===== src/supervisor_cfg.svh =====
/*
  constants for the supply supervisor and display/clock control block:
  register offsets, field positions, reset values and timing counts.
  assumes a 40 MHz ref_clk and a free-running slow clock tick input.
*/
`ifndef SUPERVISOR_CFG_SVH
`define SUPERVISOR_CFG_SVH

`define OFS_RTC_PRESCALE_DETECTOR_CTRL 8'h09
`define OFS_DISPLAY_CLOCK_ENABLE_CTRL 8'h1F

`define BIT_CLOCK_OSC_ON 0
`define BIT_DISPLAY_ON 1
`define BIT_DETECTOR_ENABLE 3
`define BIT_FAST_OSC_START 4
`define BIT_DETECTOR_FLAG 5

`define RST_DISPLAY_CLOCK_CTRL 2'h0
`define RST_RTC_CTRL 5'h00

`define REF_CLK_HZ 40000000
`define FILTER_TIME_US 1000
`define DELAY_TIME_US 1000
`define SLOW_CLK_HZ 32768
// 1 ms counted in slow ticks, longest time rounded down
`define FILTER_TICKS ((`FILTER_TIME_US * `SLOW_CLK_HZ) / 1000000)
`define DELAY_TICKS ((`DELAY_TIME_US * `SLOW_CLK_HZ) / 1000000)
`define STARTUP_CYCLES 1024

`endif


===== src/supervisor_pkg.sv =====
/*
  types for the supply supervisor block.
  assumes supervisor_cfg.svh supplies the numeric constants.
*/
package supervisor_pkg;

  typedef enum logic [1:0]
  {
    SRC_SYS_DIV4 = 2'b00,
    SRC_CRYSTAL = 2'b01,
    SRC_RC_OSC = 2'b10
  } slow_src_e;

  typedef enum logic [1:0]
  {
    ST_RUN = 2'b00,
    ST_FILTER = 2'b01,
    ST_DELAY = 2'b10,
    ST_RESET = 2'b11
  } supply_seq_e;

  typedef struct packed
  {
    logic reset_opt;
    logic detector_opt;
    slow_src_e slow_src;
    logic [2:0] display_div_sel;
  } options_s;

  typedef struct packed
  {
    logic ref_gen_on;
    logic reset_cmp_on;
    logic detector_cmp_on;
  } analog_en_s;

endpackage : supervisor_pkg


===== src/supervisor_ctrl.sv =====
/*
  supply supervisor, detector, display and clock control for a small mcu.
  assumes: slow_tick is a free-running slow clock from outside (synchronised
  here), supply pins are async, options are static straps.
*/
// The plain strobed port was chosen for this implementation.
`include "supervisor_cfg.svh"

module supervisor_ctrl
(
  input wire logic ref_clk,
  input wire logic reset,
  input wire logic [7:0] reg_addr,
  input wire logic [7:0] reg_wdata,
  input wire logic reg_wr,
  input wire logic reg_rd,
  output logic [7:0] reg_rdata,
  input wire supervisor_pkg::options_s options,
  input wire logic halt_mode,
  input wire logic power_on_reset,
  input wire logic supply_low_raw,
  input wire logic detector_low_raw,
  input wire logic slow_tick_raw,
  input wire logic [7:0] prescaler_taps,
  output logic chip_reset,
  output logic startup_hold,
  output logic display_on,
  output logic clock_osc_on,
  output logic rtc_tick,
  output logic display_clk,
  output logic fast_osc_start,
  output supervisor_pkg::analog_en_s analog_en
);

  localparam logic [15:0] FILTER_TICKS = 16'(`FILTER_TICKS);
  localparam logic [15:0] DELAY_TICKS = 16'(`DELAY_TICKS);
  localparam logic [10:0] STARTUP_CYCLES = 11'(`STARTUP_CYCLES);

  // two-flop synchronisers; stage one is read only by stage two
  logic [3:0] sync1_q;
  logic [3:0] sync2_q;
  logic supply_low;
  logic detector_low;
  logic slow_lvl;
  logic por_s;

  always_ff @(posedge ref_clk)
  begin
    if (reset)
    begin
      sync1_q <= 4'h0;
      sync2_q <= 4'h0;
    end
    else
    begin
      sync1_q <= {power_on_reset, slow_tick_raw, detector_low_raw, supply_low_raw};
      sync2_q <= sync1_q;
    end
  end

  assign supply_low = sync2_q[0];
  assign detector_low = sync2_q[1];
  assign slow_lvl = sync2_q[2];
  assign por_s = sync2_q[3];

  logic slow_prev_q;
  logic slow_edge;
  assign slow_edge = slow_lvl & ~slow_prev_q;

  // register state
  logic clock_en_q;
  logic clock_en_d;
  logic display_en_q;
  logic display_en_d;
  logic [2:0] tap_sel_q;
  logic [2:0] tap_sel_d;
  logic det_en_q;
  logic det_en_d;
  logic fast_start_q;
  logic fast_start_d;
  logic [7:0] rdata_q;
  logic [7:0] rdata_d;

  logic det_running;
  logic reset_cmp_active;
  assign det_running = options.detector_opt & det_en_q;
  assign reset_cmp_active = options.reset_opt & ~halt_mode;

  // unmapped addresses and unused bits read zero
  function automatic logic [7:0] read_mux(input logic [7:0] addr, input logic flag);
    read_mux = 8'h00;
    if (addr == `OFS_DISPLAY_CLOCK_ENABLE_CTRL)
      read_mux = {6'h00, display_en_q, clock_en_q};
    else if (addr == `OFS_RTC_PRESCALE_DETECTOR_CTRL)
      read_mux = {2'h0, flag, fast_start_q, det_en_q, tap_sel_q};
  endfunction : read_mux

  logic flag_now;
  assign flag_now = det_running & detector_low;

  always_comb
  begin
    clock_en_d = clock_en_q;
    display_en_d = display_en_q;
    tap_sel_d = tap_sel_q;
    det_en_d = det_en_q;
    fast_start_d = fast_start_q;
    rdata_d = 8'h00;
    if (reg_wr && reg_addr == `OFS_DISPLAY_CLOCK_ENABLE_CTRL)
    begin
      clock_en_d = reg_wdata[`BIT_CLOCK_OSC_ON];
      display_en_d = reg_wdata[`BIT_DISPLAY_ON];
    end
    if (reg_wr && reg_addr == `OFS_RTC_PRESCALE_DETECTOR_CTRL)
    begin
      tap_sel_d = reg_wdata[2:0];
      det_en_d = reg_wdata[`BIT_DETECTOR_ENABLE];
      fast_start_d = reg_wdata[`BIT_FAST_OSC_START];
    end
    // read data stand for one cycle only, then fall back to zero
    if (reg_rd)
      rdata_d = read_mux(reg_addr, flag_now);
  end

  always_ff @(posedge ref_clk)
  begin
    if (reset)
    begin
      clock_en_q <= 1'b0;
      display_en_q <= 1'b0;
      tap_sel_q <= 3'h0;
      det_en_q <= 1'b0;
      fast_start_q <= 1'b0;
      rdata_q <= 8'h00;
    end
    else
    begin
      clock_en_q <= clock_en_d;
      display_en_q <= display_en_d;
      tap_sel_q <= tap_sel_d;
      det_en_q <= det_en_d;
      fast_start_q <= fast_start_d;
      rdata_q <= rdata_d;
    end
  end

  // low-voltage reset sequencer, timed in slow ticks but clocked by ref_clk, so it stops when ref_clk stops
  // a dip that clears during the delay still ends in reset; only the filter restarts
  supervisor_pkg::supply_seq_e state_q;
  supervisor_pkg::supply_seq_e state_d;
  logic [15:0] tick_cnt_q;
  logic [15:0] tick_cnt_d;
  logic seq_reset_req;

  always_comb
  begin
    state_d = state_q;
    tick_cnt_d = tick_cnt_q;
    unique case (state_q)
      supervisor_pkg::ST_RUN:
      begin
        tick_cnt_d = 16'h0000;
        if (reset_cmp_active && supply_low)
          state_d = supervisor_pkg::ST_FILTER;
      end
      supervisor_pkg::ST_FILTER:
      begin
        if (!reset_cmp_active || !supply_low)
        begin
          state_d = supervisor_pkg::ST_RUN;
          tick_cnt_d = 16'h0000;
        end
        else if (slow_edge)
        begin
          // must exceed the filter time, so one tick past it
          if (tick_cnt_q == FILTER_TICKS)
          begin
            state_d = supervisor_pkg::ST_DELAY;
            tick_cnt_d = 16'h0000;
          end
          else
            tick_cnt_d = 16'(tick_cnt_q + 16'h0001);
        end
      end
      supervisor_pkg::ST_DELAY:
      begin
        if (slow_edge)
        begin
          if (tick_cnt_q == DELAY_TICKS - 16'h0001)
            state_d = supervisor_pkg::ST_RESET;
          else
            tick_cnt_d = 16'(tick_cnt_q + 16'h0001);
        end
      end
      supervisor_pkg::ST_RESET:
      begin
        tick_cnt_d = 16'h0000;
        if (!supply_low)
          state_d = supervisor_pkg::ST_RUN;
      end
    endcase
  end

  // the sequencer is not cleared by the chip reset it produces, only by reset
  always_ff @(posedge ref_clk)
  begin
    if (reset)
    begin
      state_q <= supervisor_pkg::ST_RUN;
      tick_cnt_q <= 16'h0000;
      slow_prev_q <= 1'b0;
    end
    else
    begin
      state_q <= state_d;
      tick_cnt_q <= tick_cnt_d;
      slow_prev_q <= slow_lvl;
    end
  end

  assign seq_reset_req = (state_q == supervisor_pkg::ST_RESET);

  // start-up stabilisation
  logic chip_rst_d;
  logic chip_rst_q;
  logic [10:0] stab_cnt_q;
  logic [10:0] stab_cnt_d;
  logic hold_d;
  logic hold_q;

  // counts ref_clk cycles as system clock pulses and stops at the end value
  always_comb
  begin
    chip_rst_d = seq_reset_req | por_s;
    stab_cnt_d = stab_cnt_q;
    if (chip_rst_d)
      stab_cnt_d = 11'h000;
    else if (stab_cnt_q != STARTUP_CYCLES)
      stab_cnt_d = 11'(stab_cnt_q + 11'h001);
    hold_d = chip_rst_d | (stab_cnt_d != STARTUP_CYCLES);
  end

  always_ff @(posedge ref_clk)
  begin
    if (reset)
    begin
      chip_rst_q <= 1'b1;
      stab_cnt_q <= 11'h000;
      hold_q <= 1'b1;
    end
    else
    begin
      chip_rst_q <= chip_rst_d;
      stab_cnt_q <= stab_cnt_d;
      hold_q <= hold_d;
    end
  end

  // slow clock gating, display divider and tick select
  logic disp_d;
  logic clk_on_d;
  logic [7:0] div_cnt_q;
  logic [7:0] div_cnt_d;
  logic disp_clk_d;
  logic disp_clk_q;
  logic tick_d;
  logic tick_q;
  supervisor_pkg::analog_en_s an_d;
  supervisor_pkg::analog_en_s an_q;
  logic disp_q;
  logic clk_on_q;
  logic fast_q;
  logic fast_d;
  logic div_tap;
  logic clk_run_d;

  always_comb
  begin
    disp_d = 1'b0;
    clk_on_d = 1'b0;
    unique case (options.slow_src)
      supervisor_pkg::SRC_SYS_DIV4:
      begin
        disp_d = 1'b0;
        clk_on_d = 1'b0;
      end
      supervisor_pkg::SRC_RC_OSC:
      begin
        disp_d = display_en_q;
        clk_on_d = 1'b0;
      end
      supervisor_pkg::SRC_CRYSTAL:
      begin
        disp_d = display_en_q;
        clk_on_d = 1'b1;
      end
      default:
      begin
        disp_d = 1'b0;
        clk_on_d = 1'b0;
      end
    endcase
    div_cnt_d = slow_edge ? 8'(div_cnt_q + 8'h01) : div_cnt_q;
    // select 0 means 2^2; values past 6 clamp at 2^8
    if (options.display_div_sel > 3'h6)
      div_tap = div_cnt_q[7];
    else
      div_tap = div_cnt_q[options.display_div_sel + 3'h1];
    disp_clk_d = div_tap & disp_d;
    clk_run_d = clk_on_d & clock_en_q;
    // the pin is high for quick start, the register bit is its inverse
    fast_d = ~fast_start_q;
    tick_d = clk_on_d & prescaler_taps[tap_sel_q];
    // reference stays up for the reset comparator even while halted
    an_d.ref_gen_on = options.reset_opt | det_running;
    an_d.reset_cmp_on = reset_cmp_active;
    an_d.detector_cmp_on = det_running;
  end

  always_ff @(posedge ref_clk)
  begin
    if (reset)
    begin
      div_cnt_q <= 8'h00;
      disp_clk_q <= 1'b0;
      tick_q <= 1'b0;
      an_q <= '0;
      disp_q <= 1'b0;
      clk_on_q <= 1'b0;
      fast_q <= 1'b1;
    end
    else
    begin
      div_cnt_q <= div_cnt_d;
      disp_clk_q <= disp_clk_d;
      tick_q <= tick_d;
      an_q <= an_d;
      disp_q <= disp_d;
      clk_on_q <= clk_run_d;
      fast_q <= fast_d;
    end
  end

  assign reg_rdata = rdata_q;
  assign chip_reset = chip_rst_q;
  assign startup_hold = hold_q;
  assign display_on = disp_q;
  assign clock_osc_on = clk_on_q;
  assign rtc_tick = tick_q;
  assign display_clk = disp_clk_q;
  assign fast_osc_start = fast_q;
  assign analog_en = an_q;

endmodule : supervisor_ctrl


===== config.mk =====
export PLATFORM = sky130hd
export DESIGN_NAME = supervisor_ctrl
export DESIGN_NICKNAME = d
export VERILOG_FILES = /design/src/supervisor_pkg.sv /design/src/supervisor_ctrl.sv
export VERILOG_INCLUDE_DIRS = /design/src
export SDC_FILE = /design/constraint.sdc
export NUM_CORES = 1
export LEC_CHECK = 0
export BUFFER_PORTS_ARGS = -buffer_cell sky130_fd_sc_hd__buf_4
export CAP_MARGIN = 25
export CORE_MARGIN = 2
export CORE_UTILIZATION = 40
export DETAILED_ROUTE_END_ITERATION = 16
export HOLD_SLACK_MARGIN = 0.12
export SLEW_MARGIN = 20
export SYNTH_ARGS = -nofsm -noshare
export SYNTH_HDL_FRONTEND = slang
export SYNTH_SLANG_ARGS = --single-unit

===== constraint.sdc =====
create_clock -name ref_clk -period 2.1 [get_ports ref_clk]
set_clock_uncertainty 0.15 [all_clocks]
set_input_delay 0.42 -clock ref_clk [delete_from_list [all_inputs] [get_ports ref_clk]]
set_output_delay 0.42 -clock ref_clk [all_outputs]
set_load 0.1 [all_outputs]

==> results.cfg <==
[global_routing]
grt_pass1_wl_mm = 11.2
global_route.usage.total = 0.160
grt_pass1_vias = 2571
grt_max_degree = 36
antenna_violations_before_repair = 0
grt_overflow = 0

[clocking]
ctsLongestPathBuffers = 2
cts.hold.buffers_added = 0
clock_sink_count = 69
path_clk_slew_ns = 0.07
clock_tree.root_cell = clkbuf_8
h_tree_levels = 3
tritoncts_buffers = 9
tritoncts = yes
worstSkewPairLatency_ns = 0.33
ctsResizeCount = 0
cts_setup_buffers = 0

[die]
io_pins = 58
start_util = 0.417
die-area_sq_um = 8880
die_x_um = 94.2
num_rows = 32
dieHeight_um = 94.2
core_sq_um = 7810

[power_and_ir_drop]
power.total_mw = 2.57
total_power_density_per_cell_area_nw_per_um2 = 639
leakage_nw = 1.59
vdd.ir_drop.worst_mv = 0.291

[place]
place.port_buffers = 52
place_worst_setup_slack_ns = 0.111
place_congestion = 0.810
detailed_place.area_sq_um = 3840
placed_insts = 512
detailedPlacementHpwl_mm = 4.92

[layout]
antenna_cells_inserted = 0
drive_above_1_share = 0.240
design.final.nets = 469
instances_no_fill = 527
fin_area_sq_um = 4020
final_core_util = 0.515
area_delta_synth_final_pct = 23.4

[critical_path]
crit_fanout = 3
critical_path.cell_chain = inv_1 -> ha_1 -> nor4b_2 -> nand4_1 -> nor3_1 -> o22ai_1 -> or4_1
setup.worst_path.class = register to register
critical_path.startpoint_type = register
cp-end-kind = register
slowest_delay_ns = 0.51
crit_required_ns = 2.16
slowest_stage_cell_crit_path = or4_1
cp_arrival_ns = 2.04

[yosys]
register_area_share_after_synthesis = 0.424
synth_top_cells_by_count = dfxtp_1, nor2_1, nand2_1
post_synth_num_cell_types = 58
yosys_warnings = 0
netlist_area_sq_um = 3260
synth_edf_count = 0
syn_area_per_cell_sq_um = 9.25
gate_count_post_synth = 352
postSynthRegisterBits = 69
synth_top_flop_cell = dfxtp_1
synth_top_cells_by_area = dfxtp_1, nor2_1, xor2_1, ha_1, mux2i_1
area_share_of_the_largest_cell_type_after_synthesis = 0.424
post-synth-top-count-cell = dfxtp_1
ys_async_sr_fraction = 0
synth_area_leader_cell = dfxtp_1

[routing]
vias_per_cell = 4.98
ant_nets = 0
route.detailed.wl_per_inst_um = 12.3
detailroute.via_count = 2622
pre_repair_dr_iteration_count = 4
drt_drc_violations_left = 0
drt-total-wl_mm = 6.51
drt_iter0_drc = 102

[timing]
count_of_final_max_slew_check_failures = 0
rsz0062_at_grt = no
finalHoldViolations = 0
final_period_minus_worst_setup_slack_ns = 1.98
setup-violations-final = 0
postLayoutSetupSlackWorst_ns = 0.122
timing.final.crit_share = 0.942
setup-tns-final_ns = 0
min_hold_slack_ns = 0.151
maxClockFrequency_mhz = 506

[job]
max_cap_viol_count = 0

[worst_hold_path]
min-delay-path-class = input port to register

[outcome]
status = complete, no violations
==> layout by cell type, fill, tap and decap left out, drive strengths merged, types with 12 or more instances in the layout <==
cell / instances
a21oi: 15
nor2b: 12
nand3: 13
nor2: 44
xor2: 15
nor3: 14
nand2: 19
dfxtp: 69
buf: 71
inv: 14
==> critical path, delay by kind of cell, from the launching register on <==
family                   cells  cell delay (ns)
AO/OA/AOI/OAI                1             0.11
adder cells (fa/ha/maj)      1             0.14
buffers and inverters        1             0.07
AND/OR/NAND/NOR              4             1.06
flip-flops                   1             0.33
==> layer usage <==
metal / GRT usage / vias to the layer above / share of wire
met5: 0 / - / 0
met2: 0.269 / 35 / 0.47
met1: 0.198 / 1202 / 0.47
met4: 0.0652 / 0 / 0.014
li1: - / 1375 / -
met3: 0.0329 / 10 / 0.037
==> sequential cells by signal, indices dropped and copies added, names as in the netlist, 3 cells and up, named ones only <==
register,flops
analog_en,3
div_cnt_q,8
reg_rdata,6
stab_cnt_q,11
sync1_q,4
sync2_q,4
tap_sel_q,3
tick_cnt_q,16
==> layout make-up <==
| class | count | area (sq um) |
|---|---|---|
| timing repair buffer | 71 | 533 |
| inverter | 14 | 52.6 |
| clock inverter | 4 | 50.0 |
| fill | 767 | 3790 |
| sequential | 69 | 1380 |
| tap | 102 | 128 |
| clock buffer | 11 | 131 |
| multi-input combinational | 256 | 1740 |
==> kinds of logic after synthesis <==
| family | synth area share |
|---|---|
| AND/OR/NAND/NOR | 0.271 |
| other | 0.00115 |
| XOR/XNOR | 0.0673 |
| multiplexers | 0.0619 |
| adder cells (fa/ha/maj) | 0.0307 |
| AO/OA/AOI/OAI | 0.102 |
| flip-flops | 0.424 |
| buffers and inverters | 0.0423 |
==> path summary, 6_finish.rpt <==
check / from / end / slack (ns) / depth (start not counted)
worst min-delay path: power_on_reset / sync1_q[3]$_SDFF_PP0_ / 0.15 / 2
worst max-delay path: stab_cnt_q[0]$_SDFF_PP0_ / startup_hold$_SDFF_PP1_ / 0.12 / 7
worst max register to register: stab_cnt_q[0]$_SDFF_PP0_ / startup_hold$_SDFF_PP1_ / 0.12 / 7
worst min register to register: fast_start_q$_SDFFE_PP0P_ / fast_osc_start$_SDFF_PP1_ / 0.28 / 1
==> power breakdown <==
group	internal, mW	switching, mW	leakage, nW	total (mW)
logic	0.0947	0.109	0.950	0.204
registers	1.33	0.00979	0.559	1.34
clock network	0.541	0.485	0.0854	1.03
No activity file was read; power rests on OpenSTA's default activity.
